===== src/flh_defines.svh =====
// Purpose: constants for the fault log store and header block
// Assumes: 100 MHz system clock
// Notes: byte numbers count from the first byte after the length byte
`ifndef FLH_DEFINES_SVH
`define FLH_DEFINES_SVH
`define FLH_CMD_FORCE_STORE 8'hEA
`define FLH_CMD_ERASE 8'hEC
`define FLH_CMD_BLOCK_READ 8'hEE
`define FLH_BLOCK_LEN 8'h93
`define FLH_HDR_LAST 8'h13
`define FLH_CFG_LOG_EN_BIT 7
`define FLH_STAT_STORE_BIT 3
`define FLH_TEMP_HI_C 16'sd130
`define FLH_TEMP_LO_C 16'sd125
`define FLH_TICK_NS 200000
`define FLH_CLK_NS 10
`define FLH_TICK_CYC (`FLH_TICK_NS / `FLH_CLK_NS)
`endif


===== src/flh_pkg.sv =====
// Purpose: types for the fault log store and header block
// Assumes: nothing
// Notes: snapshot layout as captured at the store moment
package flh_pkg;
	typedef enum logic [1:0] {
		FLH_IDLE = 2'b00,
		FLH_LEN = 2'b01,
		FLH_DATA = 2'b10
	} flh_rd_e;
	typedef struct packed {
		logic [7:0] fault_pos;
		logic [47:0] uptime;
		logic [15:0] vout_pk;
		logic [15:0] iout_pk;
		logic [15:0] iin_pk;
		logic [15:0] vin_pk;
		logic [15:0] temp_ext;
	} flh_snap_s;
endpackage : flh_pkg


===== src/flh_uptime_if.sv =====
// Purpose: carries the uptime count between modules
// Assumes: single clock
// Notes: none
`timescale 1ns/100ps
interface flh_uptime_if;
	logic [47:0] count;
	modport src (output count);
	modport dst (input count);
endinterface : flh_uptime_if


===== src/flh_fault_log.sv =====
// Purpose: forced fault log store, erase, and block read header
// Assumes: command decoder delivers one-cycle strobes with the code
// Notes: cyclical pages after byte 19 come from the event_byte_i port
`timescale 1ns/100ps
`include "flh_defines.svh"
module flh_fault_log #(
	parameter int TICK_CYC = `FLH_TICK_CYC
) (
	// clock and reset
	input wire logic sys_clk_i,
	input wire logic rst_i,
	// command strobes from the bus decoder
	input wire logic cmd_valid_i,
	input wire logic [7:0] cmd_code_i,
	input wire logic cmd_has_data_i,
	// read byte handshake
	input wire logic rd_next_i,
	output logic rd_valid_o,
	output logic [7:0] rd_data_o,
	output logic rd_last_o,
	// configuration and telemetry
	input wire logic [7:0] global_config_word_i,
	input wire logic signed [15:0] die_temp_c_i,
	input wire logic real_fault_i,
	input wire logic [7:0] fault_pos_i,
	input wire logic [15:0] output_voltage_peak_i,
	input wire logic [15:0] output_current_peak_i,
	input wire logic [15:0] channel_input_current_peak_i,
	input wire logic [15:0] input_voltage_peak_i,
	input wire logic [15:0] ext_temp_i,
	input wire logic [7:0] event_byte_i,
	// status and storage requests
	input wire logic status_clear_i,
	output logic status_store_bit_o,
	output logic nvm_store_o,
	output logic nvm_erase_o,
	output logic log_present_o,
	output logic hot_lockout_o,
	output logic [7:0] event_index_o
);
	import flh_pkg::*;

	typedef struct packed {
		flh_rd_e rd;
		logic [7:0] idx;
		logic [7:0] dout;
		logic present;
		logic hot;
		logic stat;
		logic store;
		logic erase;
		flh_snap_s snap;
	} flh_st_s;

	flh_st_s st;
	flh_st_s next_st;
	flh_uptime_if up_if ();

	flh_uptime #(
		.TICK_CYC(TICK_CYC)
	) u_uptime (
		.sys_clk_i(sys_clk_i),
		.rst_i(rst_i),
		.up(up_if.src)
	);

	initial begin
		if (TICK_CYC < 1) $error("tick count must be at least one");
	end

	// header byte by number; gaps and byte 19 read zero
	function automatic logic [7:0] hdr_byte(input flh_snap_s s, input logic [7:0] n);
		logic [7:0] b;
		b = 8'h00;
		case (n)
			8'h00: b = s.fault_pos;
			8'h01: b = s.uptime[7:0];
			8'h02: b = s.uptime[15:8];
			8'h03: b = s.uptime[23:16];
			8'h04: b = s.uptime[31:24];
			8'h05: b = s.uptime[39:32];
			8'h06: b = s.uptime[47:40];
			8'h07: b = s.vout_pk[15:8];
			8'h08: b = s.vout_pk[7:0];
			8'h0B: b = s.iout_pk[15:8];
			8'h0C: b = s.iout_pk[7:0];
			8'h0D: b = s.iin_pk[15:8];
			8'h0E: b = s.iin_pk[7:0];
			8'h0F: b = s.vin_pk[15:8];
			8'h10: b = s.vin_pk[7:0];
			8'h11: b = s.temp_ext[15:8];
			8'h12: b = s.temp_ext[7:0];
			default: b = 8'h00;
		endcase
		return b;
	endfunction : hdr_byte

	function automatic logic [7:0] pick_byte(input flh_snap_s s, input logic [7:0] n,
		input logic [7:0] ev);
		logic [7:0] b;
		b = (n <= `FLH_HDR_LAST) ? hdr_byte(s, n) : ev;
		return b;
	endfunction : pick_byte

	logic store_req;
	logic erase_req;
	logic read_req;

	assign store_req = cmd_valid_i && !cmd_has_data_i && cmd_code_i == `FLH_CMD_FORCE_STORE;
	assign erase_req = cmd_valid_i && !cmd_has_data_i && cmd_code_i == `FLH_CMD_ERASE;
	assign read_req = cmd_valid_i && cmd_code_i == `FLH_CMD_BLOCK_READ;

	always_comb begin
		next_st = st;
		next_st.store = 1'b0;
		next_st.erase = 1'b0;
		if (die_temp_c_i > `FLH_TEMP_HI_C) begin
			next_st.hot = 1'b1;
		end else if (die_temp_c_i < `FLH_TEMP_LO_C) begin
			next_st.hot = 1'b0;
		end
		if (status_clear_i) begin
			next_st.stat = 1'b0;
		end
		// lock: a captured log is not overwritten until erased
		if (erase_req) begin
			next_st.present = 1'b0;
			next_st.erase = 1'b1;
		end else if ((store_req && !st.hot) || real_fault_i) begin
			if (!st.present) begin
				// same capture as a real fault
				next_st.snap.fault_pos = fault_pos_i;
				next_st.snap.uptime = up_if.count;
				next_st.snap.vout_pk = output_voltage_peak_i;
				next_st.snap.iout_pk = output_current_peak_i;
				next_st.snap.iin_pk = channel_input_current_peak_i;
				next_st.snap.vin_pk = input_voltage_peak_i;
				next_st.snap.temp_ext = ext_temp_i;
				next_st.present = 1'b1;
				next_st.store = 1'b1;
			end
			// status bit when logging enabled; set wins
			if (store_req && global_config_word_i[`FLH_CFG_LOG_EN_BIT]) begin
				next_st.stat = 1'b1;
			end
		end
		case (st.rd)
			FLH_IDLE: begin
				if (read_req) begin
					next_st.rd = FLH_LEN;
					next_st.dout = st.present ? `FLH_BLOCK_LEN : 8'h00;
					next_st.idx = 8'h00;
				end
			end
			FLH_LEN: begin
				if (rd_next_i) begin
					if (st.dout == 8'h00) begin
						next_st.rd = FLH_IDLE;
					end else begin
						next_st.rd = FLH_DATA;
						next_st.dout = pick_byte(st.snap, 8'h00, event_byte_i);
					end
				end
			end
			FLH_DATA: begin
				if (rd_next_i) begin
					if (st.idx == `FLH_BLOCK_LEN - 8'h01) begin
						next_st.rd = FLH_IDLE;
					end else begin
						next_st.idx = st.idx + 8'h01;
						next_st.dout = pick_byte(st.snap, st.idx + 8'h01, event_byte_i);
					end
				end
			end
			default: next_st.rd = FLH_IDLE;
		endcase
	end

	always_ff @(posedge sys_clk_i or posedge rst_i) begin
		if (rst_i) begin
			st <= '0;
		end else begin
			st <= next_st;
		end
	end

	assign rd_valid_o = st.rd != FLH_IDLE;
	assign rd_data_o = st.dout;
	assign rd_last_o = (st.rd == FLH_LEN && st.dout == 8'h00) ||
		(st.rd == FLH_DATA && st.idx == `FLH_BLOCK_LEN - 8'h01);
	assign status_store_bit_o = st.stat;
	assign nvm_store_o = st.store;
	assign nvm_erase_o = st.erase;
	assign log_present_o = st.present;
	assign hot_lockout_o = st.hot;
	// event pages read their byte using this index (valid in data phase)
	assign event_index_o = (st.rd == FLH_LEN) ? 8'h00 : st.idx + 8'h01;
endmodule : flh_fault_log


===== src/flh_uptime.sv =====
// Purpose: 48-bit uptime counter in 200 us steps
// Assumes: reset marks the start of uptime
// Notes: tick is a one-cycle enable from a divider
`timescale 1ns/100ps
`include "flh_defines.svh"
module flh_uptime #(
	parameter int TICK_CYC = `FLH_TICK_CYC
) (
	// clock and reset
	input wire logic sys_clk_i,
	input wire logic rst_i,
	// count out
	flh_uptime_if.src up
);
	typedef struct packed {
		logic [31:0] div;
		logic [47:0] cnt;
	} flh_up_s;
	flh_up_s st;
	flh_up_s next_st;
	initial begin
		if (TICK_CYC < 1) $error("tick count must be at least one");
	end
	always_comb begin
		next_st = st;
		if (st.div == 32'(TICK_CYC - 1)) begin
			next_st.div = 32'h0;
			next_st.cnt = st.cnt + 48'h1;
		end else begin
			next_st.div = st.div + 32'h1;
		end
	end
	always_ff @(posedge sys_clk_i or posedge rst_i) begin
		if (rst_i) begin
			st <= '0;
		end else begin
			st <= next_st;
		end
	end
	assign up.count = st.cnt;
endmodule : flh_uptime


===== config.mk =====
export PLATFORM = sky130hd
export DESIGN_NAME = flh_fault_log
export DESIGN_NICKNAME = d
export VERILOG_FILES = /design/src/flh_pkg.sv /design/src/flh_uptime_if.sv /design/src/flh_fault_log.sv /design/src/flh_uptime.sv
export VERILOG_INCLUDE_DIRS = /design/src
export SDC_FILE = /design/constraint.sdc
export NUM_CORES = 1
export LEC_CHECK = 0
export BUFFER_PORTS_ARGS = -buffer_cell sky130_fd_sc_hd__buf_2
export CAP_MARGIN = 30
export CORE_ASPECT_RATIO = 0.75
export CORE_MARGIN = 2
export CORE_UTILIZATION = 50
export CTS_CLUSTER_SIZE = 8
export DETAILED_ROUTE_END_ITERATION = 8
export PLACE_DENSITY = 0.71
export SETUP_SLACK_MARGIN = 0.4
export SYNTH_ARGS = -nofsm -noshare
export SYNTH_HDL_FRONTEND = slang
export SYNTH_SLANG_ARGS = --single-unit

===== constraint.sdc =====
create_clock -name sys_clk_i -period 11.3 [get_ports sys_clk_i]
set_input_delay 2.26 -clock sys_clk_i [delete_from_list [all_inputs] [get_ports sys_clk_i]]
set_output_delay 2.26 -clock sys_clk_i [all_outputs]
set_load 0.01 [all_outputs]

# ---- Yosys cells after proc, flatten, opt, wreduce, memory -nomap -nowiden
# Cells that the tools add are included.
dict set report totals {
  latch_bits 0
  elab_cells 104
  mem_bits_ro 0
  n_memories 0
  ram_bits 0
  ff_bits 239
}
dict set report classes {
  n_eq_ne 29
  bitwise 2
  n_shift 0
  n_reduce_logical 24
  n_div 0
  mul 0
  muxes 26
  magnitude_cmp 3
  add_sub_neg 3
}
# op n
set op_table {}
lappend op_table {{8-bit case mux with 17 select lines} 1}
lappend op_table {{48-bit by 1-bit adder with 48-bit output (second input constant)} 1}
lappend op_table {{8-bit by 4-bit equality test with 1-bit output (second input constant)} 6}
lappend op_table {{8-bit 2-to-1 mux} 5}
lappend op_table {{18-bit 2-to-1 mux} 2}
lappend op_table {{32-bit by 1-bit adder with 32-bit output (second input constant)} 1}
lappend op_table {{32-bit by 15-bit equality test with 1-bit output (second input constant)} 1}
lappend op_table {{8-bit by 3-bit equality test with 1-bit output (second input constant)} 4}
lappend op_table {{8-bit equality test (second input constant)} 4}
lappend op_table {{32-bit 2-to-1 mux} 1}
lappend op_table {{8-bit by 5-bit equality test with 1-bit output (second input constant)} 3}
lappend op_table {{8-bit case mux with 3 select lines} 1}
lappend op_table {{8-bit by 2-bit equality test with 1-bit output (second input constant)} 2}
lappend op_table {{16-bit by 9-bit > comparator with 1-bit output (second input constant)} 1}
lappend op_table {{8-bit zero test} 2}
lappend op_table {{16-bit by 8-bit < comparator with 1-bit output (second input constant)} 1}
lappend op_table {{16-bit 2-to-1 mux} 1}
lappend op_table {{8-bit case mux with 2 select lines} 1}
lappend op_table {{2-bit inequality test (second input constant)} 6}
lappend op_table {{2-bit 2-to-1 mux} 5}
lappend op_table {{8-bit by 1-bit adder with 8-bit output (second input constant)} 1}
lappend op_table {{8-bit by 1-bit equality test with 1-bit output (second input constant)} 1}
lappend op_table {{8-bit by 5-bit <= comparator with 1-bit output (second input constant)} 1}
lappend op_table {{1-bit logical AND} 8}
lappend op_table {{13 further kinds} 27}

# ---- Depth between registers and ports, before layout
dict set report logic_depth {
  ltp_word 7
  mapped_depth 11
  ltp_nobuf 9
}

# ---- Cells and area by module
# Synthesis repeated with hierarchy kept, for this count alone.
dict set report unflattened {
  hier_cells 1127
  hier_area_um2 12326.8
}
# module area_each_um2 cells_each seq_area_each_um2 instances
set modules_own_cells {}
lappend modules_own_cells {flh_fault_log 8160.3 721 3978.8 1}
lappend modules_own_cells {flh_uptime 4166.5 406 2001.9 1}

# ---- Worst setup path after synthesis
# OpenSTA, ideal clock, no wires.
dict set report synth_timing {
  path_type {input -> register}
  start {input cmd_code_i[4]}
  end {register st[10] (netlist name)}
  path_stages 9
  path_slack_ns 7.233
  setup_time_ns 0.125
  required_ns 11.175
  arrival_ns 3.942
  path_buffers 2
  path_cell_list {and4b_1 > nand2_1 > nor2_1 > nand2_1 > nand2_1 > a21o_1 > clkbuf_1 > clkbuf_1 > mux2_2}
}
dict set report synth_via {
  elab_chain_len 5
  elab_cells_between_ends 8
  classes_between {2 x eq/ne; 1 x bitwise; 5 x reduce/logical}
}
# element line_no
set synth_rtl {}
lappend synth_rtl {{start, declared} flh_fault_log.sv:14} ;# input wire logic [7:0] cmd_code_i,
lappend synth_rtl {{8-bit equality test (no line)} n/a}
lappend synth_rtl {{1-bit logical AND (no line)} n/a}
lappend synth_rtl {{1-bit logical AND} flh_fault_log.sv:129} ;# end else if ((store_req && !st.hot) || real_fault_i) begin
lappend synth_rtl {{1-bit logical OR} flh_fault_log.sv:129}
lappend synth_rtl {{3-bit AND reduction (no line) (*)} n/a}
lappend synth_rtl {{end signal, assigned} flh_fault_log.sv:183} ;# st <= next_st;
lappend synth_rtl {{end, declared} flh_fault_log.sv:55} ;# flh_st_s st;
# Every way passes the cells marked *; elsewhere a longest branch is shown, timed or not.
# A chain may end at the register's enable or synchronous reset.

# ---- Worst setup path after layout
dict set report layout_timing {
  start {register st[149] (netlist name)}
  end {output rd_last_o}
}
dict set report layout_via {
  elab_chain_len 3
}
# element line_no
set layout_rtl {}
lappend layout_rtl {{8-bit equality test} flh_fault_log.sv:190} ;# (st.rd == FLH_DATA && st.idx == `FLH_BLOCK_LEN - 8'h01);
lappend layout_rtl {{1-bit logical AND} flh_fault_log.sv:190}
lappend layout_rtl {{1-bit logical OR} flh_fault_log.sv:189} ;# assign rd_last_o = (st.rd == FLH_LEN && st.dout == 8'h00) ||
lappend layout_rtl {{end, declared} flh_fault_log.sv:20} ;# output logic rd_last_o,
# No other way between the ends.

==> metrics.cfg <==
[run_status]
outcome = finished, final reports clean

[sta]
finalMaxSlewViolations = 0
finalCritPeriodShare_pct = 43.44
slew_headroom_pct = 27.33
tightest_slew_ns = 1.082
fin_worst_skew_ns = 0.02657
rsz0062_at_grt = false
setup_violations = 0
setup-tns-final_ns = 0
hold_viol = 0
fmax_mhz = 203.7
setup_ws_ns = 6.391
period_minus_slack_ns = 4.909

[floorplan]
pin_count = 158
die_w_um = 179.7
die-area_sq_um = 24410
coreArea_sq_um = 22880
core.rowCount = 48
start_util_pct = 50.61
die_h_um = 135.8

[synthesis]
syn_area_sq_um = 11580
yosys.area.top_type_share_pct = 51.65
ys.flop_type = dfrtp_1
yosys.area.top_type = dfrtp_1
syn_nets = 1155
ys_warn_count = 0
syn_inst = 1010
ys_top_cells_by_count = dfrtp_1 (239), mux2_2 (140), nand2_1 (72)
yosysMostFrequentCell = dfrtp_1
ys_async_sr_fraction_pct = 100.0
synth-seq-cells = 239
synth_seq_area_share_pct = 51.65
ys_top_cells_by_area = dfrtp_1 (52%), mux2_2 (14%), xnor2_1 (5.0%)
yosysUniqueCellTypes = 71
avgSynthCellArea_sq_um = 11.47
synth_edf_count = 0

[routing]
drt-initial-drc-count = 782
wl_per_cell_um = 19.85
via_count = 8588
wirelength_um = 28800
route.detailed.drc = 0
ant_nets = 0
drtPass1Iterations = 8
vias_per_cell = 5.919

[power]
p_comb_share_pct = 12.1
switching_share_pct = 25.70
intPower_w = 0.001573
p_sw_w = 0.0005441
p_leak_nw = 6.283
power_density_nw_per_um2 = 157.1
p_clk_share_pct = 43.1
irDropWorstVdd_mv = 0.08580
seq_power_share_pct = 44.8

[clock_network]
h-tree-depth = 2
holdBufCountCts = 0
clockRootBuffer = clkbuf_16
cts_buffer_depth = 3
cts_made_buffers = 35
tritoncts = yes
path_clk_slew_ns = 0.05
cts_setup_buffers = 0
insertion_delay_ns = 0.51
clock-sinks = 239
cts_resized = 0

[placement]
gp_congestion = 0.8204
numPortBuffers = 150
place_ws_ns = 6.163
hpwl_um = 20090

[worst_setup_path]
path_buf_inv = 2
critPathTopFamily = adder cells
arrival_ns = 2.65
crit_fanout = 20
path_class = flip-flop to output pin
max_stage_delay_ns = 0.84
required_ns = 9.04
end_kind = output pin
start_kind = flip-flop
path_cells = inv_1 -> ha_1 -> and3_1 -> nand3_1 -> nand2_1 -> buf_2
critPathSlowestCell = ha_1

[global_route]
grt_start_max_net_pins = 117
grt_use_total_pct = 23.97
grt_pass1_vias = 8407
grt_pass1_wl_um = 46250
antenna_found_initial = 1
grt-ovfl-total = 0

[final_layout]
n_antenna_cell = 0
fill_cells = 1909
fin_nets = 1294
syn2layout_area_growth_pct = 16.35
layout-drive-gt1-share_pct = 31.02

[worst_hold_path]
min_path_type = flip-flop to flip-flop

[flow_run]
drv_cap = 0

==> worst register-to-register path, delay by kind of cell (launching register included) <==
family                   cells  cell delay (ns)
buffers and inverters        1             0.16
flip-flops                   1             0.53
AND/OR/NAND/NOR              4             1.05
AO/OA/AOI/OAI                2             0.37
multiplexers                 1             0.42
adder cells (fa/ha/maj)      1             0.84
==> layout by cell type (no fill, tap or decap), types with 9 or more instances in the layout <==
cell         n
nor2_1      44
nand2_1     72
nor3_1      14
nand3_1     55
mux2i_1     10
a22oi_1     19
a21oi_1     12
and2_1      11
o21ai_0     29
dfrtp_1    239
xnor2_1     66
nand4_1     20
mux2_2     140
xor2_1      16
a31oi_1      9
inv_1       21
nor4_1      10
ha_1        10
a222oi_1    11
clkbuf_16   36
and3_1      23
buf_2      151
==> state kept, by name, summed over array words and instances (netlist names) <==
register and cells:
hot_lockout_o 1, status_store_bit_o 1, u_uptime.up.count 48, nvm_store_o 1
rd_data_o 8, nvm_erase_o 1, log_present_o 1, st 146
u_uptime.st 32
==> stage by stage <==
stage,power [W],std cells,hold WS (ns),area [sq um],util (%)
3_3_place_gp,0.001208,1410,0.4620,12520,54.71
3_5_place_dp,0.001217,1411,0.4649,12520,54.73
4_1_cts,0.002134,1450,0.4739,13450,58.79
6_report,0.002117,1451,0.4767,13470,58.88
5_1_grt,0.002210,1451,0.4915,13470,58.88
2_1_floorplan,0.001127,1010,0.4416,11580,-
==> final timing paths <==
check                                      start                    end  slack, ns  cells after the start
min in group asynchronous                  rst_i                  st[2]       1.90                      2
hold / removal             u_uptime.up.count[29]  u_uptime.up.count[29]       0.48                      1
setup reg to reg                         st[149]           rd_data_o[3]       7.83                      9
setup / recovery                         st[149]              rd_last_o       6.39                      6
max in group asynchronous                  rst_i                 st[85]       7.36                      4
hold reg to reg            u_uptime.up.count[29]  u_uptime.up.count[29]       0.48                      1
==> final cells by class <==
type	count	area, sq um	share of cell area [%]
flip-flops and latches	239	5981	44.39
well taps	300	375.4	2.786
clock inverters	2	25.02	0.1857
clock buffers	37	904.6	6.714
inverters	22	90.09	0.6686
multi-input cells	691	5261	39.05
repair buffers	160	835.8	6.204
==> power by group through the flow <==
stage	logic, W	registers (W)	clock network, W
2_1_floorplan	0.000187	0.000940	0
6_report	0.000257	0.000948	0.000912
5_1_grt	0.000288	0.000953	0.000970
4_1_cts	0.000258	0.000947	0.000929
3_5_place_dp	0.000257	0.000960	0
3_3_place_gp	0.000250	0.000958	0
==> layer usage <==
layer  wire length [um]  GRT usage [%]  part of all wire (%)  vias up
met5                  0              0                     0        -
met4                823          8.130                   2.9        0
met1              13220          34.85                    46     4226
met2              12290          35.42                    43      352
met3               2472          5.618                   8.6       58
li1                   -              -                     -     3952
==> logic make-up (layout without fill, tap and decap cells) <==
group           Yosys count  after routing  synth area share (%)
flops                   239            239                 51.65
simple gates            292            292                 13.47
mux                     150            150                 14.48
fa+ha+maj                10             10                 1.080
xor+xnor                 83             83                 6.342
compound gates          156            156                 9.995
buf+inv                  80            221                 2.982
(Power assumes the default switching activity.)
